File: src/epcs_pkg.sv
// Package with constants for the encoder profile control and status block
package epcs_pkg;
   // Operating status flag positions
   localparam int OPS_CODE_SEQ = 0;
   localparam int OPS_EXT_CLASS = 1;
   localparam int OPS_PRESET_INH = 2;
   localparam int OPS_SCALING = 3;
   localparam int OPS_ALARM_ENC = 4;
   localparam int OPS_COMPAT_OFF = 5;
   // Sensor control word bit positions
   localparam int SCW_MODE = 11;
   localparam int SCW_REQ = 12;
   localparam int SCW_ABS = 13;
   localparam int SCW_PARK = 14;
   localparam int SCW_ACK = 15;
   // Sensor status word bit positions
   localparam int SSW_ACKREQ = 11;
   localparam int SSW_DONE = 12;
   localparam int SSW_ABS = 13;
   localparam int SSW_PARK = 14;
   localparam int SSW_ERR = 15;
   // Encoder control and status word positions
   localparam int ECW_LIFE_LO = 12;
   localparam int ECW_PLC = 10;
   localparam int ESW_CTRL_REQ = 9;
   localparam int ESW_FAULT = 3;
   // Masks of used control bits
   localparam logic [15:0] SCW_USED_MASK = 16'hf800;
   localparam logic [15:0] ECW_USED_MASK = 16'hf400;
   // Supported fault set
   localparam logic [31:0] FAULTS_SUPPORTED = 32'h00000031;
   // Reset values and sign-of-life miss limit
   localparam logic [31:0] OFFSET_RST = 32'h00000000;
   localparam logic [15:0] WORD_RST = 16'h0000;
   localparam logic [3:0] LIFE_MISS_LIMIT = 4'h3;
endpackage : epcs_pkg

File: src/epcs_core.sv
// Encoder profile cyclic control and status word handler
// Operation
// - Status bits 1,0 both set means CCW increases counts, otherwise CW.
// - Extended class bit clear disables code sequence, preset and scaling.
// - Preset allowed only when status bit 1 set and bit 2 clear.
// - Scaling allowed only when status bits 1 and 3 both set.
// - Bit 4 clear sends only comms alarms; set adds encoder faults.
// - Status bit 5 clear when configuration is V3.1 compatible.
// - Supported faults always set; active fault bits follow live faults.
// - Only sensor control bits 15 to 11 are used.
// - Mode bit clear: offset adjusted so position equals preset.
// - Mode bit set: preset value added to the offset.
// - Preset starts on rising request bit, using stored preset value.
// - Done bit set after preset applied.
// - Second position word shows position when requested, else zero; error overrides.
// - Park bit puts device parked; controller then ignores position.
// - While parked, pending errors clear and removal alarm suppressed.
// - Acknowledge bit clears the acknowledgement-required flag.
// - Sensor error bit stays while the error persists.
// - Only encoder control bits 15 to 12 and 10 are used.
// - Device monitors controller sign-of-life count.
// - Controller data valid only with control-by-PLC bit set.
// - Handshake applies only in V4.1 mode; V3.1 always accepts.
// - Status bit 13 marks position, bit 15 marks error code.
// - Parked bit set during initialisation and on park command.
`timescale 1ns/100ps
`default_nettype none
module epcs_core
   import epcs_pkg::*;
#(
   parameter int FAULT_W = 32
)
(
   input wire logic i_mclk,
   input wire logic i_srst,
   input wire logic i_exchange,
   input wire logic [15:0] i_sensor_ctrl,
   input wire logic [15:0] i_encoder_ctrl,
   input wire logic [31:0] i_preset_value,
   input wire logic [31:0] i_raw_position,
   input wire logic [31:0] i_error_code,
   input wire logic [FAULT_W-1:0] i_fault_live,
   input wire logic i_init_done,
   input wire logic i_cfg_ext_class,
   input wire logic i_cfg_code_ccw,
   input wire logic i_cfg_preset_inhibit,
   input wire logic i_cfg_scaling,
   input wire logic i_cfg_alarm_enc,
   input wire logic i_cfg_v41,
   input wire logic i_comm_alarm,
   output logic [31:0] o_operating_status_flags,
   output logic [FAULT_W-1:0] o_faults_active,
   output logic [FAULT_W-1:0] o_faults_supported,
   output logic [15:0] o_sensor_status,
   output logic [15:0] o_encoder_status,
   output logic [31:0] o_position,
   output logic [31:0] o_position2,
   output logic [31:0] o_offset,
   output logic o_count_ccw,
   output logic o_scaling_en,
   output logic o_alarm,
   output logic o_removal_alarm_en,
   output logic o_ctrl_stable
);
   typedef struct packed {
      logic [15:0] scw_prev;
      logic [31:0] offset;
      logic [31:0] ops;
      logic [FAULT_W-1:0] fa;
      logic [FAULT_W-1:0] fs;
      logic [15:0] ssw;
      logic [15:0] esw;
      logic [31:0] pos;
      logic [31:0] pos2;
      logic ccw;
      logic scale;
      logic alarm;
      logic rm_alarm;
      logic stable;
   } epcs_state_t;
   epcs_state_t s_q, s_d;

   logic life_ok;
   logic [15:0] scw, ecw;
   logic accept, sensor_err, parked, preset_ok, req_rise;
   logic [31:0] cur_pos;

   epcs_life_mon u_life (
      .i_mclk(i_mclk),
      .i_srst(i_srst),
      .i_step(i_exchange),
      .i_life(ecw[15:ECW_LIFE_LO]),
      .o_stable(life_ok)
   );

   always_comb begin
      scw = i_sensor_ctrl & SCW_USED_MASK;
      ecw = i_encoder_ctrl & ECW_USED_MASK;
      // V3.1 mode ignores the control handshake entirely
      accept = !i_cfg_v41 || ecw[ECW_PLC];
      parked = !i_init_done || (accept && scw[SCW_PARK]);
      sensor_err = (|i_fault_live) && !parked;
      preset_ok = i_cfg_ext_class && !i_cfg_preset_inhibit;
      req_rise = accept && scw[SCW_REQ] && !s_q.scw_prev[SCW_REQ];
      cur_pos = i_raw_position + s_q.offset;
   end

   always_comb begin
      s_d = s_q;
      s_d.ops = '0;
      s_d.ops[OPS_CODE_SEQ] = i_cfg_code_ccw;
      s_d.ops[OPS_EXT_CLASS] = i_cfg_ext_class;
      s_d.ops[OPS_PRESET_INH] = i_cfg_preset_inhibit;
      s_d.ops[OPS_SCALING] = i_cfg_scaling;
      s_d.ops[OPS_ALARM_ENC] = i_cfg_alarm_enc;
      s_d.ops[OPS_COMPAT_OFF] = i_cfg_v41;
      s_d.ccw = i_cfg_ext_class && i_cfg_code_ccw;
      s_d.scale = i_cfg_ext_class && i_cfg_scaling;
      s_d.fs = FAULTS_SUPPORTED[FAULT_W-1:0];
      s_d.fa = parked ? '0 : (i_fault_live & FAULTS_SUPPORTED[FAULT_W-1:0]);
      s_d.alarm = !parked && (i_comm_alarm || (i_cfg_alarm_enc && sensor_err));
      s_d.rm_alarm = !parked;
      s_d.stable = life_ok;
      s_d.ssw[SSW_PARK] = parked;
      s_d.ssw[SSW_ERR] = sensor_err;
      s_d.esw = '0;
      s_d.esw[ESW_CTRL_REQ] = i_cfg_v41 && i_init_done;
      s_d.esw[ESW_FAULT] = sensor_err;
      s_d.pos = cur_pos;
      // The error bit moves every cycle, so a new error is caught here and not only at an exchange
      // A raise wins over a same-step acknowledge
      if (sensor_err && !s_q.ssw[SSW_ERR]) begin
         s_d.ssw[SSW_ACKREQ] = 1'b1;
      end else if (parked || (i_exchange && accept && scw[SCW_ACK])) begin
         s_d.ssw[SSW_ACKREQ] = 1'b0;
      end
      if (i_exchange) begin
         s_d.scw_prev = accept ? scw : s_q.scw_prev;
         if (!scw[SCW_REQ]) begin
            s_d.ssw[SSW_DONE] = 1'b0;
         end
         if (req_rise && preset_ok && !parked) begin
            // Absolute preset lands the present reading on the preset value
            if (scw[SCW_MODE]) begin
               s_d.offset = s_q.offset + i_preset_value;
            end else begin
               s_d.offset = i_preset_value - i_raw_position;
            end
            s_d.ssw[SSW_DONE] = 1'b1;
         end
         if (sensor_err) begin
            s_d.pos2 = i_error_code;
            s_d.ssw[SSW_ABS] = 1'b0;
         end else if (accept && scw[SCW_ABS] && !parked) begin
            s_d.pos2 = cur_pos;
            s_d.ssw[SSW_ABS] = 1'b1;
         end else begin
            s_d.pos2 = '0;
            s_d.ssw[SSW_ABS] = 1'b0;
         end
      end
   end

   always_ff @(posedge i_mclk) begin
      if (i_srst) begin
         s_q <= '0;
         // Supported set is a fixed property, so it stands through reset too
         s_q.fs <= FAULTS_SUPPORTED[FAULT_W-1:0];
         s_q.offset <= OFFSET_RST;
         s_q.ssw <= WORD_RST;
         s_q.ssw[SSW_PARK] <= 1'b1;
      end else begin
         s_q <= s_d;
      end
   end

   assign o_operating_status_flags = s_q.ops;
   assign o_faults_active = s_q.fa;
   assign o_faults_supported = s_q.fs;
   assign o_sensor_status = s_q.ssw;
   assign o_encoder_status = s_q.esw;
   assign o_position = s_q.pos;
   assign o_position2 = s_q.pos2;
   assign o_offset = s_q.offset;
   assign o_count_ccw = s_q.ccw;
   assign o_scaling_en = s_q.scale;
   assign o_alarm = s_q.alarm;
   assign o_removal_alarm_en = s_q.rm_alarm;
   assign o_ctrl_stable = s_q.stable;

   // Registered flags lag their inputs by one cycle; the first edge after reset still shows reset values
   ccw_needs_ext_a: assert property (@(posedge i_mclk) disable iff (i_srst)
      o_count_ccw |-> $past(i_cfg_ext_class) && $past(i_cfg_code_ccw))
      else $error("ccw without extended class");
   ccw_flag_a: assert property (@(posedge i_mclk) disable iff (i_srst)
      !$past(i_srst) |-> o_count_ccw == ($past(i_cfg_ext_class) && $past(i_cfg_code_ccw)))
      else $error("counting direction wrong");
   scale_gate_a: assert property (@(posedge i_mclk) disable iff (i_srst)
      !$past(i_srst) |-> o_scaling_en == ($past(i_cfg_ext_class) && $past(i_cfg_scaling)))
      else $error("scaling enable wrong");
   ops_code_a: assert property (@(posedge i_mclk) disable iff (i_srst)
      !$past(i_srst) |-> o_operating_status_flags[OPS_CODE_SEQ] == $past(i_cfg_code_ccw))
      else $error("code sequence bit wrong");
   ops_ext_a: assert property (@(posedge i_mclk) disable iff (i_srst)
      !$past(i_srst) |-> o_operating_status_flags[OPS_EXT_CLASS] == $past(i_cfg_ext_class))
      else $error("extended class bit wrong");
   ops_inhibit_a: assert property (@(posedge i_mclk) disable iff (i_srst)
      !$past(i_srst) |-> o_operating_status_flags[OPS_PRESET_INH] == $past(i_cfg_preset_inhibit))
      else $error("preset control bit wrong");
   ops_scaling_a: assert property (@(posedge i_mclk) disable iff (i_srst)
      !$past(i_srst) |-> o_operating_status_flags[OPS_SCALING] == $past(i_cfg_scaling))
      else $error("scaling control bit wrong");
   ops_alarm_a: assert property (@(posedge i_mclk) disable iff (i_srst)
      !$past(i_srst) |-> o_operating_status_flags[OPS_ALARM_ENC] == $past(i_cfg_alarm_enc))
      else $error("alarm channel bit wrong");
   compat_bit_a: assert property (@(posedge i_mclk) disable iff (i_srst)
      !$past(i_srst) |-> o_operating_status_flags[OPS_COMPAT_OFF] == $past(i_cfg_v41))
      else $error("compat bit wrong");
   ops_upper_a: assert property (@(posedge i_mclk) disable iff (i_srst)
      o_operating_status_flags[31:OPS_COMPAT_OFF+1] == '0)
      else $error("unused status bits set");
   // Fault words
   faults_sup_a: assert property (@(posedge i_mclk) disable iff (i_srst)
      o_faults_supported == FAULTS_SUPPORTED[FAULT_W-1:0])
      else $error("supported faults changed");
   fault_mask_a: assert property (@(posedge i_mclk) disable iff (i_srst)
      (o_faults_active & ~FAULTS_SUPPORTED[FAULT_W-1:0]) == '0)
      else $error("unsupported fault reported");
   fault_live_a: assert property (@(posedge i_mclk) disable iff (i_srst)
      !parked |=> o_faults_active == ($past(i_fault_live) & FAULTS_SUPPORTED[FAULT_W-1:0]))
      else $error("active faults wrong");
   // Preset handshake
   preset_done_a: assert property (@(posedge i_mclk) disable iff (i_srst)
      (i_exchange && req_rise && preset_ok && !parked && !scw[SCW_MODE])
      |=> o_sensor_status[SSW_DONE] && o_offset == $past(i_preset_value) - $past(i_raw_position))
      else $error("absolute preset not applied");
   rel_preset_a: assert property (@(posedge i_mclk) disable iff (i_srst)
      (i_exchange && req_rise && preset_ok && !parked && scw[SCW_MODE])
      |=> o_sensor_status[SSW_DONE] && o_offset == $past(o_offset) + $past(i_preset_value))
      else $error("relative preset not applied");
   pos_track_a: assert property (@(posedge i_mclk) disable iff (i_srst)
      !$past(i_srst) |-> o_position == $past(i_raw_position) + $past(o_offset))
      else $error("position does not follow offset");
   no_preset_a: assert property (@(posedge i_mclk) disable iff (i_srst)
      !preset_ok |=> o_offset == $past(o_offset))
      else $error("offset moved while preset forbidden");
   ext_hold_a: assert property (@(posedge i_mclk) disable iff (i_srst)
      !i_cfg_ext_class |=> o_offset == $past(o_offset))
      else $error("offset moved without extended class");
   done_gate_a: assert property (@(posedge i_mclk) disable iff (i_srst)
      (i_exchange && req_rise && !preset_ok) |=> !o_sensor_status[SSW_DONE])
      else $error("done reported for refused preset");
   edge_only_a: assert property (@(posedge i_mclk) disable iff (i_srst)
      !(i_exchange && req_rise) |=> o_offset == $past(o_offset))
      else $error("offset moved without request edge");
   done_clear_a: assert property (@(posedge i_mclk) disable iff (i_srst)
      (i_exchange && !scw[SCW_REQ]) |=> !o_sensor_status[SSW_DONE])
      else $error("done bit not withdrawn");
   deny_hold_a: assert property (@(posedge i_mclk) disable iff (i_srst)
      (i_cfg_v41 && !ecw[ECW_PLC]) |=> o_offset == $past(o_offset))
      else $error("offset moved on unaccepted data");
   ctrl_req_a: assert property (@(posedge i_mclk) disable iff (i_srst)
      !$past(i_srst) |-> o_encoder_status[ESW_CTRL_REQ] == ($past(i_cfg_v41) && $past(i_init_done)))
      else $error("control requested bit wrong");
   // Second position word and error handshake
   abs_zero_a: assert property (@(posedge i_mclk) disable iff (i_srst)
      (i_exchange && !sensor_err && !(accept && scw[SCW_ABS])) |=> o_position2 == 32'h0)
      else $error("position2 not zero");
   abs_pos_a: assert property (@(posedge i_mclk) disable iff (i_srst)
      (i_exchange && !sensor_err && accept && scw[SCW_ABS] && !parked)
      |=> o_position2 == $past(cur_pos) && o_sensor_status[SSW_ABS])
      else $error("position2 not the position");
   err_code_a: assert property (@(posedge i_mclk) disable iff (i_srst)
      (i_exchange && sensor_err) |=> o_position2 == $past(i_error_code) && !o_sensor_status[SSW_ABS])
      else $error("error code not shown");
   err_flag_a: assert property (@(posedge i_mclk) disable iff (i_srst)
      !$past(i_srst) |-> o_sensor_status[SSW_ERR] == $past(sensor_err))
      else $error("sensor error bit wrong");
   ack_raise_a: assert property (@(posedge i_mclk) disable iff (i_srst)
      (sensor_err && !o_sensor_status[SSW_ERR]) |=> o_sensor_status[SSW_ACKREQ])
      else $error("new error not flagged");
   ack_clear_a: assert property (@(posedge i_mclk) disable iff (i_srst)
      (i_exchange && accept && scw[SCW_ACK] && !(sensor_err && !o_sensor_status[SSW_ERR]))
      |=> !o_sensor_status[SSW_ACKREQ])
      else $error("ack did not clear flag");
   // Park and alarms
   park_bit_a: assert property (@(posedge i_mclk) disable iff (i_srst)
      !i_init_done |=> o_sensor_status[SSW_PARK] && o_faults_active == '0)
      else $error("not parked during init");
   park_cmd_a: assert property (@(posedge i_mclk) disable iff (i_srst)
      (accept && scw[SCW_PARK]) |=> o_sensor_status[SSW_PARK])
      else $error("park command ignored");
   park_quiet_a: assert property (@(posedge i_mclk) disable iff (i_srst)
      o_sensor_status[SSW_PARK] |-> !o_sensor_status[SSW_ERR] && !o_sensor_status[SSW_ACKREQ] && !o_alarm
         && !o_removal_alarm_en && o_faults_active == '0)
      else $error("errors shown while parked");
   rm_alarm_a: assert property (@(posedge i_mclk) disable iff (i_srst)
      !parked |=> o_removal_alarm_en)
      else $error("removal alarm not enabled");
   alarm_off_a: assert property (@(posedge i_mclk) disable iff (i_srst)
      (!i_cfg_alarm_enc && !i_comm_alarm) |=> !o_alarm)
      else $error("encoder fault sent without alarm bit");
   comm_alarm_a: assert property (@(posedge i_mclk) disable iff (i_srst)
      (i_comm_alarm && !parked) |=> o_alarm)
      else $error("communication alarm not sent");
   reset_state_a: assert property (@(posedge i_mclk) disable iff (i_srst)
      $past(i_srst) |-> o_sensor_status[SSW_PARK] && !o_sensor_status[SSW_DONE] && !o_sensor_status[SSW_ACKREQ]
         && o_offset == OFFSET_RST)
      else $error("reset state wrong");
endmodule : epcs_core
`default_nettype wire

File: src/epcs_life_mon.sv
// Controller sign-of-life monitor, one step per cyclic exchange
`timescale 1ns/100ps
`default_nettype none
module epcs_life_mon
   import epcs_pkg::*;
(
   input wire logic i_mclk,
   input wire logic i_srst,
   input wire logic i_step,
   input wire logic [3:0] i_life,
   output logic o_stable
);
   typedef struct packed {
      logic [3:0] last;
      logic [3:0] miss;
      logic seen;
      logic stable;
   } epcs_life_t;
   epcs_life_t s_q, s_d;

   always_comb begin
      s_d = s_q;
      if (i_step) begin
         s_d.seen = 1'b1;
         s_d.last = i_life;
         // A count that moves on by one counts as good; anything else after the first step is a miss
         if (s_q.seen && (i_life == s_q.last + 4'h1)) begin
            s_d.miss = 4'h0;
         end else if (s_q.seen && s_q.miss < LIFE_MISS_LIMIT) begin
            s_d.miss = s_q.miss + 4'h1;
         end
         s_d.stable = s_q.seen && (s_d.miss < LIFE_MISS_LIMIT);
      end
   end

   always_ff @(posedge i_mclk) begin
      if (i_srst) begin
         s_q <= '0;
      end else begin
         s_q <= s_d;
      end
   end

   assign o_stable = s_q.stable;

   life_bound_a: assert property (@(posedge i_mclk) disable iff (i_srst) s_q.miss <= LIFE_MISS_LIMIT)
      else $error("life miss count out of range");
endmodule : epcs_life_mon
`default_nettype wire

File: config.mk
export PLATFORM = sky130hd
export DESIGN_NAME = epcs_core
export DESIGN_NICKNAME = d
export VERILOG_FILES = /design/src/epcs_pkg.sv /design/src/epcs_core.sv /design/src/epcs_life_mon.sv
export SDC_FILE = /design/constraint.sdc
export NUM_CORES = 1
export LEC_CHECK = 0
export ABC_AREA = 0
export CAP_MARGIN = 20
export CORE_MARGIN = 3
export CORE_UTILIZATION = 40
export DETAILED_ROUTE_END_ITERATION = 6
export DONT_BUFFER_PORTS = 1
export SLEW_MARGIN = 20
export SYNTH_ARGS = -nofsm -noshare
export SYNTH_HDL_FRONTEND = slang
export SYNTH_HIERARCHICAL = 1
export SYNTH_SLANG_ARGS = --single-unit
File: constraint.sdc
create_clock -name i_mclk -period 3.6 [get_ports i_mclk]
set_clock_uncertainty 0.05 [all_clocks]
set_input_delay 0.36 -clock i_mclk [delete_from_list [all_inputs] [get_ports i_mclk]]
set_output_delay 0.36 -clock i_mclk [all_outputs]
set_load 0.01 [all_outputs]
==> flow_summary.yaml, run 1 <==
logic_synthesis:
  ys.flop_type: "dfxtp_1"
  synth_area_um2: 10300
  synth_edf_count: 0
  syn_area_per_cell_um2: 7.91
  netlist_top_cells_area: "dfxtp_1, buf_4, ha_1, nand2_1, a21oi_1"
  ys_seq_area_share_pct: 24.8
  yosys_warnings: 6
  synth.distinct_cells: 79
  netlist_instances: 1297
  synth_seq_cells: 127
  synth-async-reset-ratio_pct: 0
  synth_area_leader_cell: "dfxtp_1"
  synth_most_common_cell: "buf_4"
  yosys-top-cells-count: "buf_4, nand2_1, dfxtp_1"
  synth.top_cell.area_share_pct: 24.8
sta:
  tns_ns: 0
  relSlewSlack_pct: 43.6
  rsz0062_at_grt: "yes"
  hold_viol: 0
  period_minus_slack_ns: 3.50
  tightest_slew_ns: 0.840
  fmax_mhz: 286
  drv_slew: 0
  finalCritPeriodShare_pct: 97.2
  setup_violations: 0
route:
  vias: 8364
  wl_mm: 30.7
  drt.antenna.violating_nets: 0
  firstDrtPassIters: 5
  drtIter0Drc: 379
  wl_per_cell_um: 18.9
  drc: 0
  viasPerCell: 5.15
critical_path:
  critPathMaxStageDelay_ns: 0.40
  critPathTopFamily: "simple AND/OR/NAND/NOR gates"
  crit_buf_inv: 4
  crit_path_top_delay_cell: "or3_4"
  path_max_fanout: 5
  worstPathRequired_ns: 3.92
  reg2reg_depth: 13
  cp.depth: 18
  r2r_slack_ns: 0.37
  crit_path_frequent_cell: "buf_4"
  r2r-end: "o_offset[28]"
  cp-start-kind: "primary input"
  crit_chain: "or3_4, or3_4, buf_6, nor3_4, nand3b_1, or2_4, buf_4, nor2_4, xor2_2, o21ai_1, ha_1, buf_4, and2_1, buf_4, mux2i_2, nand3_1, o21ba_1, a211o_1"
  cp.arrival_ns: 3.82
  path_class: "in2reg"
  cp-end-kind: "flop"
  r2r_start: "o_offset[0]"
final_layout:
  nets: 1529
  area.sequential_um2: 2540
  multi_input_area_um2: 6520
  area_growth_syn_to_layout_pct: 8.15
  drive_gt1_share_pct: 17.0
  fillers: 2445
  final_area_um2: 11100
cts:
  cts_made_buffers: 17
  clock_path_buffers: 2
  clock_sinks: 127
  tritoncts: "yes"
  cts.clk_slew.worst_paths_ns: 0.07
  cts.htree.levels: 4
  clk_latency_ns: 0.42
  clock-root-buffer: "clkbuf_16"
job:
  drv_cap: 0
grt:
  grt_first_pass_wirelength_mm: 45.7
  grt_pass1_vias: 7863
  grt_overflow_total: 0
  antenna_found_initial: 2
  grt_max_degree: 96
  grtUsageTotal_pct: 21.0
floorplanning:
  boundaryPins: 400
  die_x_um: 166
  start_util_pct: 41.5
  die_area_um2: 27600
  core_area_um2: 24700
  die_h_um: 166
  std_cell_rows: 57
min_path:
  hold_class: "in2reg"
  min_to: "o_faults_active[5]"
  worstHoldStart: "i_fault_live[5]"
  hold-path-cell-count: 1
placement:
  portBuffers: 0
  placed_area_um2: 10100
  dp_hpwl_mm: 24.2
  gp_congestion: 0.925
pwr:
  power.density_nw_per_um2: 360
  p_total_mw: 4.00
  vdd_ir_drop_max_mv: 0.280
  p_leak_nw: 4.90
outcome:
  outcome: "complete, no violations"
[cells by family (layout without fill, tap and decap cells)]
group	Yosys count	count (layout)	synth area share, %
and+or+nand+nor	408	408	20.2
buffers and inverters	284	174	18.6
DFF	127	127	24.8
muxes	9	9	0.903
xor gates and xnor gates	87	87	7.50
other	2	114	0.0732
adders and majority gates	74	74	9.17
AOI/OAI and AO/OA	306	306	18.7
[cells in the final DEF, fill, tap and decap left out, types with 35 or more instances in the layout]
cell type / instances
a21o_1: 35
a21oi_1: 81
buf_4: 111
conb_1: 112
dfxtp_1: 127
ha_1: 67
nand2_1: 133
nor2_1: 85
o21ai_0: 45
xnor2_1: 44
xor2_1: 40
[cell type report]
| type | instances | share of cell area (%) |
|---|---|---|
| multi-input combinational | 996 | 58.7 |
| sequential | 127 | 22.9 |
| timing repair buffer | 124 | 8.86 |
| clock buffer | 17 | 3.83 |
| tap | 324 | 3.65 |
| clock inverter | 15 | 1.27 |
| inverter | 18 | 0.677 |
| antenna | 2 | 0.0451 |
[report_power, final]
| group | switching, mW | internal [mW] |
|---|---|---|
| clock | 0.764 | 0.916 |
| combinational | 0.440 | 0.357 |
| sequential | 0.0597 | 1.46 |
[sequential cells by signal, summed over array words and instances (netlist names)]
name	count
o_offset	32
o_position2	32
o_position	32
u_life/s_q	9
o_operating_status_flags	6
o_sensor_status	4
o_faults_active	3
o_encoder_status	2
o_alarm	1
o_count_ccw	1
o_ctrl_stable	1
o_removal_alarm_en	1
o_scaling_en	1
s_q	1
u_life/o_stable	1
[worst max path at each step]
stage                                 start            to
after floorplan           i_raw_position[5]  o_offset[28]
after global placement    i_raw_position[5]  o_offset[29]
after detailed placement  i_raw_position[0]  o_offset[29]
after CTS                 i_raw_position[0]  o_offset[29]
after global routing      i_raw_position[5]  o_offset[28]
final                     i_raw_position[5]  o_offset[29]
[stage by stage]
stage | utilization (%) | setup slack [ns] | std cells | hold WS, ns
final | 44.8 | 0.103 | 1623 | 0.0190
after global routing | 44.8 | -0.0548 | 1623 | 0.0116
after CTS | 43.4 | 0.0244 | 1614 | 0.00175
after detailed placement | 40.6 | -0.459 | 1571 | 0.392
after global placement | 40.6 | -0.369 | 1571 | 0.390
after floorplan | - | -0.106 | 1407 | 0.373
[timing repair]
item	CTS	global route
endpoints found under the setup margin	1	14
pin swaps	0	24
gates resized for setup	1	69
hold buffers	11	0
endpoints found under the hold margin	102	0
setup buffers	0	7
[routing by layer]
metal | up-vias | share of wire (%) | track usage [%]
met5 | - | 0 | 0
met4 | 0 | 3.0 | 7.99
met3 | 40 | 8.8 | 6.90
met2 | 326 | 47 | 35.2
met1 | 3817 | 41 | 24.9
li1 | 4181 | - | -
(Power assumes the default switching activity.)
==> run 2, diff against run 1 <==
--- a/config.mk
+++ b/config.mk
@@ -6,11 +6,12 @@
 export NUM_CORES = 1
 export LEC_CHECK = 0
 export ABC_AREA = 0
+export BUFFER_PORTS_ARGS = -buffer_cell sky130_fd_sc_hd__buf_2
 export CAP_MARGIN = 20
 export CORE_MARGIN = 3
 export CORE_UTILIZATION = 40
 export DETAILED_ROUTE_END_ITERATION = 6
-export DONT_BUFFER_PORTS = 1
+export PLACE_DENSITY = 0.7
 export SLEW_MARGIN = 20
 export SYNTH_ARGS = -nofsm -noshare
 export SYNTH_HDL_FRONTEND = slang
==> flow_summary.yaml, run 2 (same netlist as run 1, synthesis figures left out) <==
critical_path:
  cp-start-kind: "primary input"
  critPathMaxStageDelay_ns: 0.55
  crit_path_top_delay_cell: "or4_4"
  path_max_fanout: 6
  worstPathRequired_ns: 3.90
  cp-end-kind: "flop"
  path_class: "in2reg"
  crit_chain: "buf_2, or3_4, or3_4, buf_4, nor2_4, xor2_1, o21ai_1, ha_1, nand4_1, or4_4, a21oi_4, a211oi_4, o21ai_2, o21ai_1, or4b_1, a31oi_1"
  cp.arrival_ns: 3.94
sta:
  tns_ns: -0.0383
  hold_viol: 0
  rsz0062_at_grt: "yes"
  period_minus_slack_ns: 3.64
  drv_slew: 0
  finalCritPeriodShare_pct: 101
  setup_violations: 1
  relSlewSlack_pct: 30.5
  fin_ws_ns: -0.0383
  fmax_mhz: 275
  tightest_slew_ns: 1.04
cts:
  clock_sinks: 127
  clock_path_buffers: 2
  cts.clk_slew.worst_paths_ns: 0.07
  clk_latency_ns: 0.42
  cts.htree.levels: 4
  cts_made_buffers: 17
  cts_hold_buffers: 0
  clock-root-buffer: "clkbuf_16"
  tritoncts: "yes"
floorplanning:
  core_area_um2: 24700
  die_area_um2: 27600
  std_cell_rows: 57
  die_x_um: 166
  die_h_um: 166
  start_util_pct: 41.5
  boundaryPins: 400
placement:
  portBuffers: 265
  dp_hpwl_mm: 25.4
  gp_congestion: 0.942
  placed_area_um2: 11500
  dp_cells: 1848
pwr:
  swShare_pct: 32.3
  p_leak_nw: 6.08
  p_total_mw: 4.15
  vdd_ir_drop_max_mv: 0.302
  p_seq_share_pct: 35.7
  pwr-share-comb_pct: 24.1
  switchingPower_mw: 1.34
  power.density_nw_per_um2: 337
  power.internal_mw: 2.81
  clockPowerShare_pct: 40.3
min_path:
  hold_class: "in2reg"
grt:
  grt_max_degree: 62
  grtUsageTotal_pct: 21.5
  grt_overflow_total: 0
  antenna_found_initial: 8
  grt_first_pass_wirelength_mm: 48.1
  grtUsageMet1_pct: 25.5
  grt_busiest_layer: "met2"
  use_met3_pct: 5.52
  use_met2_pct: 38.2
  grt_pass1_vias: 9056
outcome:
  violations: "setup timing"
  outcome: "finished, violations left"
route:
  drt.antenna.violating_nets: 0
  drtIter0Drc: 645
  viasPerCell: 5.10
  wl_per_cell_um: 16.7
  wl_mm: 31.6
  firstDrtPassIters: 5
  vias: 9635
  drc: 0
final_layout:
  most-common-layout-cells: "buf_2, nand2_1, dfxtp_1"
  nets: 1795
  drive_gt1_share_pct: 30.7
  area_growth_syn_to_layout_pct: 20.0
  final_area_um2: 12300
  final_common_cell: "buf_2"
  stdcell_count: 1891
job:
  drv_cap: 0
==> run 2: cell types whose count changed in the layout (fill, tap and decap cells not counted), sizes merged <==
| cell | change |
|---|---|
| clkinvlp | -2 |
| dlygate4sd3 | -10 |
| diode | +2 |
| buf | +276 |
| inv | +2 |
==> run 2: area by class of cell <==
| class | instances | area (µm²) |
|---|---|---|
| Timing Repair Buffer | 390 | 2300 |
| Clock inverter | 15 | 141 |
| Inverter | 18 | 67.6 |
| Sequential cell | 127 | 2540 |
| Clock buffer | 17 | 425 |
| Multi-Input combinational cell | 996 | 6420 |
| Tap cell | 324 | 405 |
| Antenna cell | 4 | 10.0 |
| Fill cell | 2338 | 12400 |
==> run 2: critical path: cells and delay by family <==
kind | cells | cell delay [ns]
AOI/OAI and AO/OA | 6 | 0.79
and+or+nand+nor | 6 | 2.04
buffers and inverters | 2 | 0.27
adders and majority gates | 1 | 0.32
xor gates and xnor gates | 1 | 0.16
==> run 2: path summary, 6_finish.rpt <==
kind	to	from	slack [ns]	cells past startpoint
worst max-delay path	o_offset[28]	i_raw_position[5]	-0.04	16
worst min-delay path	o_position2[5]	i_error_code[5]	0.09	3
worst max register to register	o_position2[30]	o_offset[0]	0.39	12
worst min register to register	o_sensor_status[13]	o_sensor_status[13]	0.39	2
==> run 2: power groups by stage <==
stage	combinational, mW	sequential, mW	clock (mW)
global placement	0.925	1.51	0
finish	0.999	1.48	1.67
detailed placement	0.940	1.51	0
global route	1.09	1.49	1.78
floorplan	0.686	1.51	0
CTS	0.947	1.48	1.71
==> run 2: metal layers <==
| layer | wire length (µm) | part of all wire, % | vias to the layer above |
|---|---|---|---|
| met5 | 32 | 0.10 | - |
| met4 | 718 | 2.3 | 6 |
| met3 | 2490 | 7.9 | 57 |
| met2 | 15500 | 49 | 418 |
| met1 | 12800 | 41 | 4447 |
| li1 | - | - | 4707 |
==> run 2: timing repair <==
action	4_1_cts	5_1_grt
setup endpoints to repair	4	13
pin swaps	0	24
setup buffers	0	7
gates resized for setup	4	53
hold endpoints to repair	0	0
==> run 2: through the flow <==
step | util (%) | setup slack [ns] | hold WS (ns)
final | 49.8 | -0.0383 | 0.0928
after floorplan | - | -0.106 | 0.373
after detailed placement | 46.4 | -0.482 | 0.384
after global placement | 46.4 | -0.385 | 0.380
after global routing | 49.7 | -0.183 | 0.0890
after CTS | 48.7 | 0.00808 | 0.0646
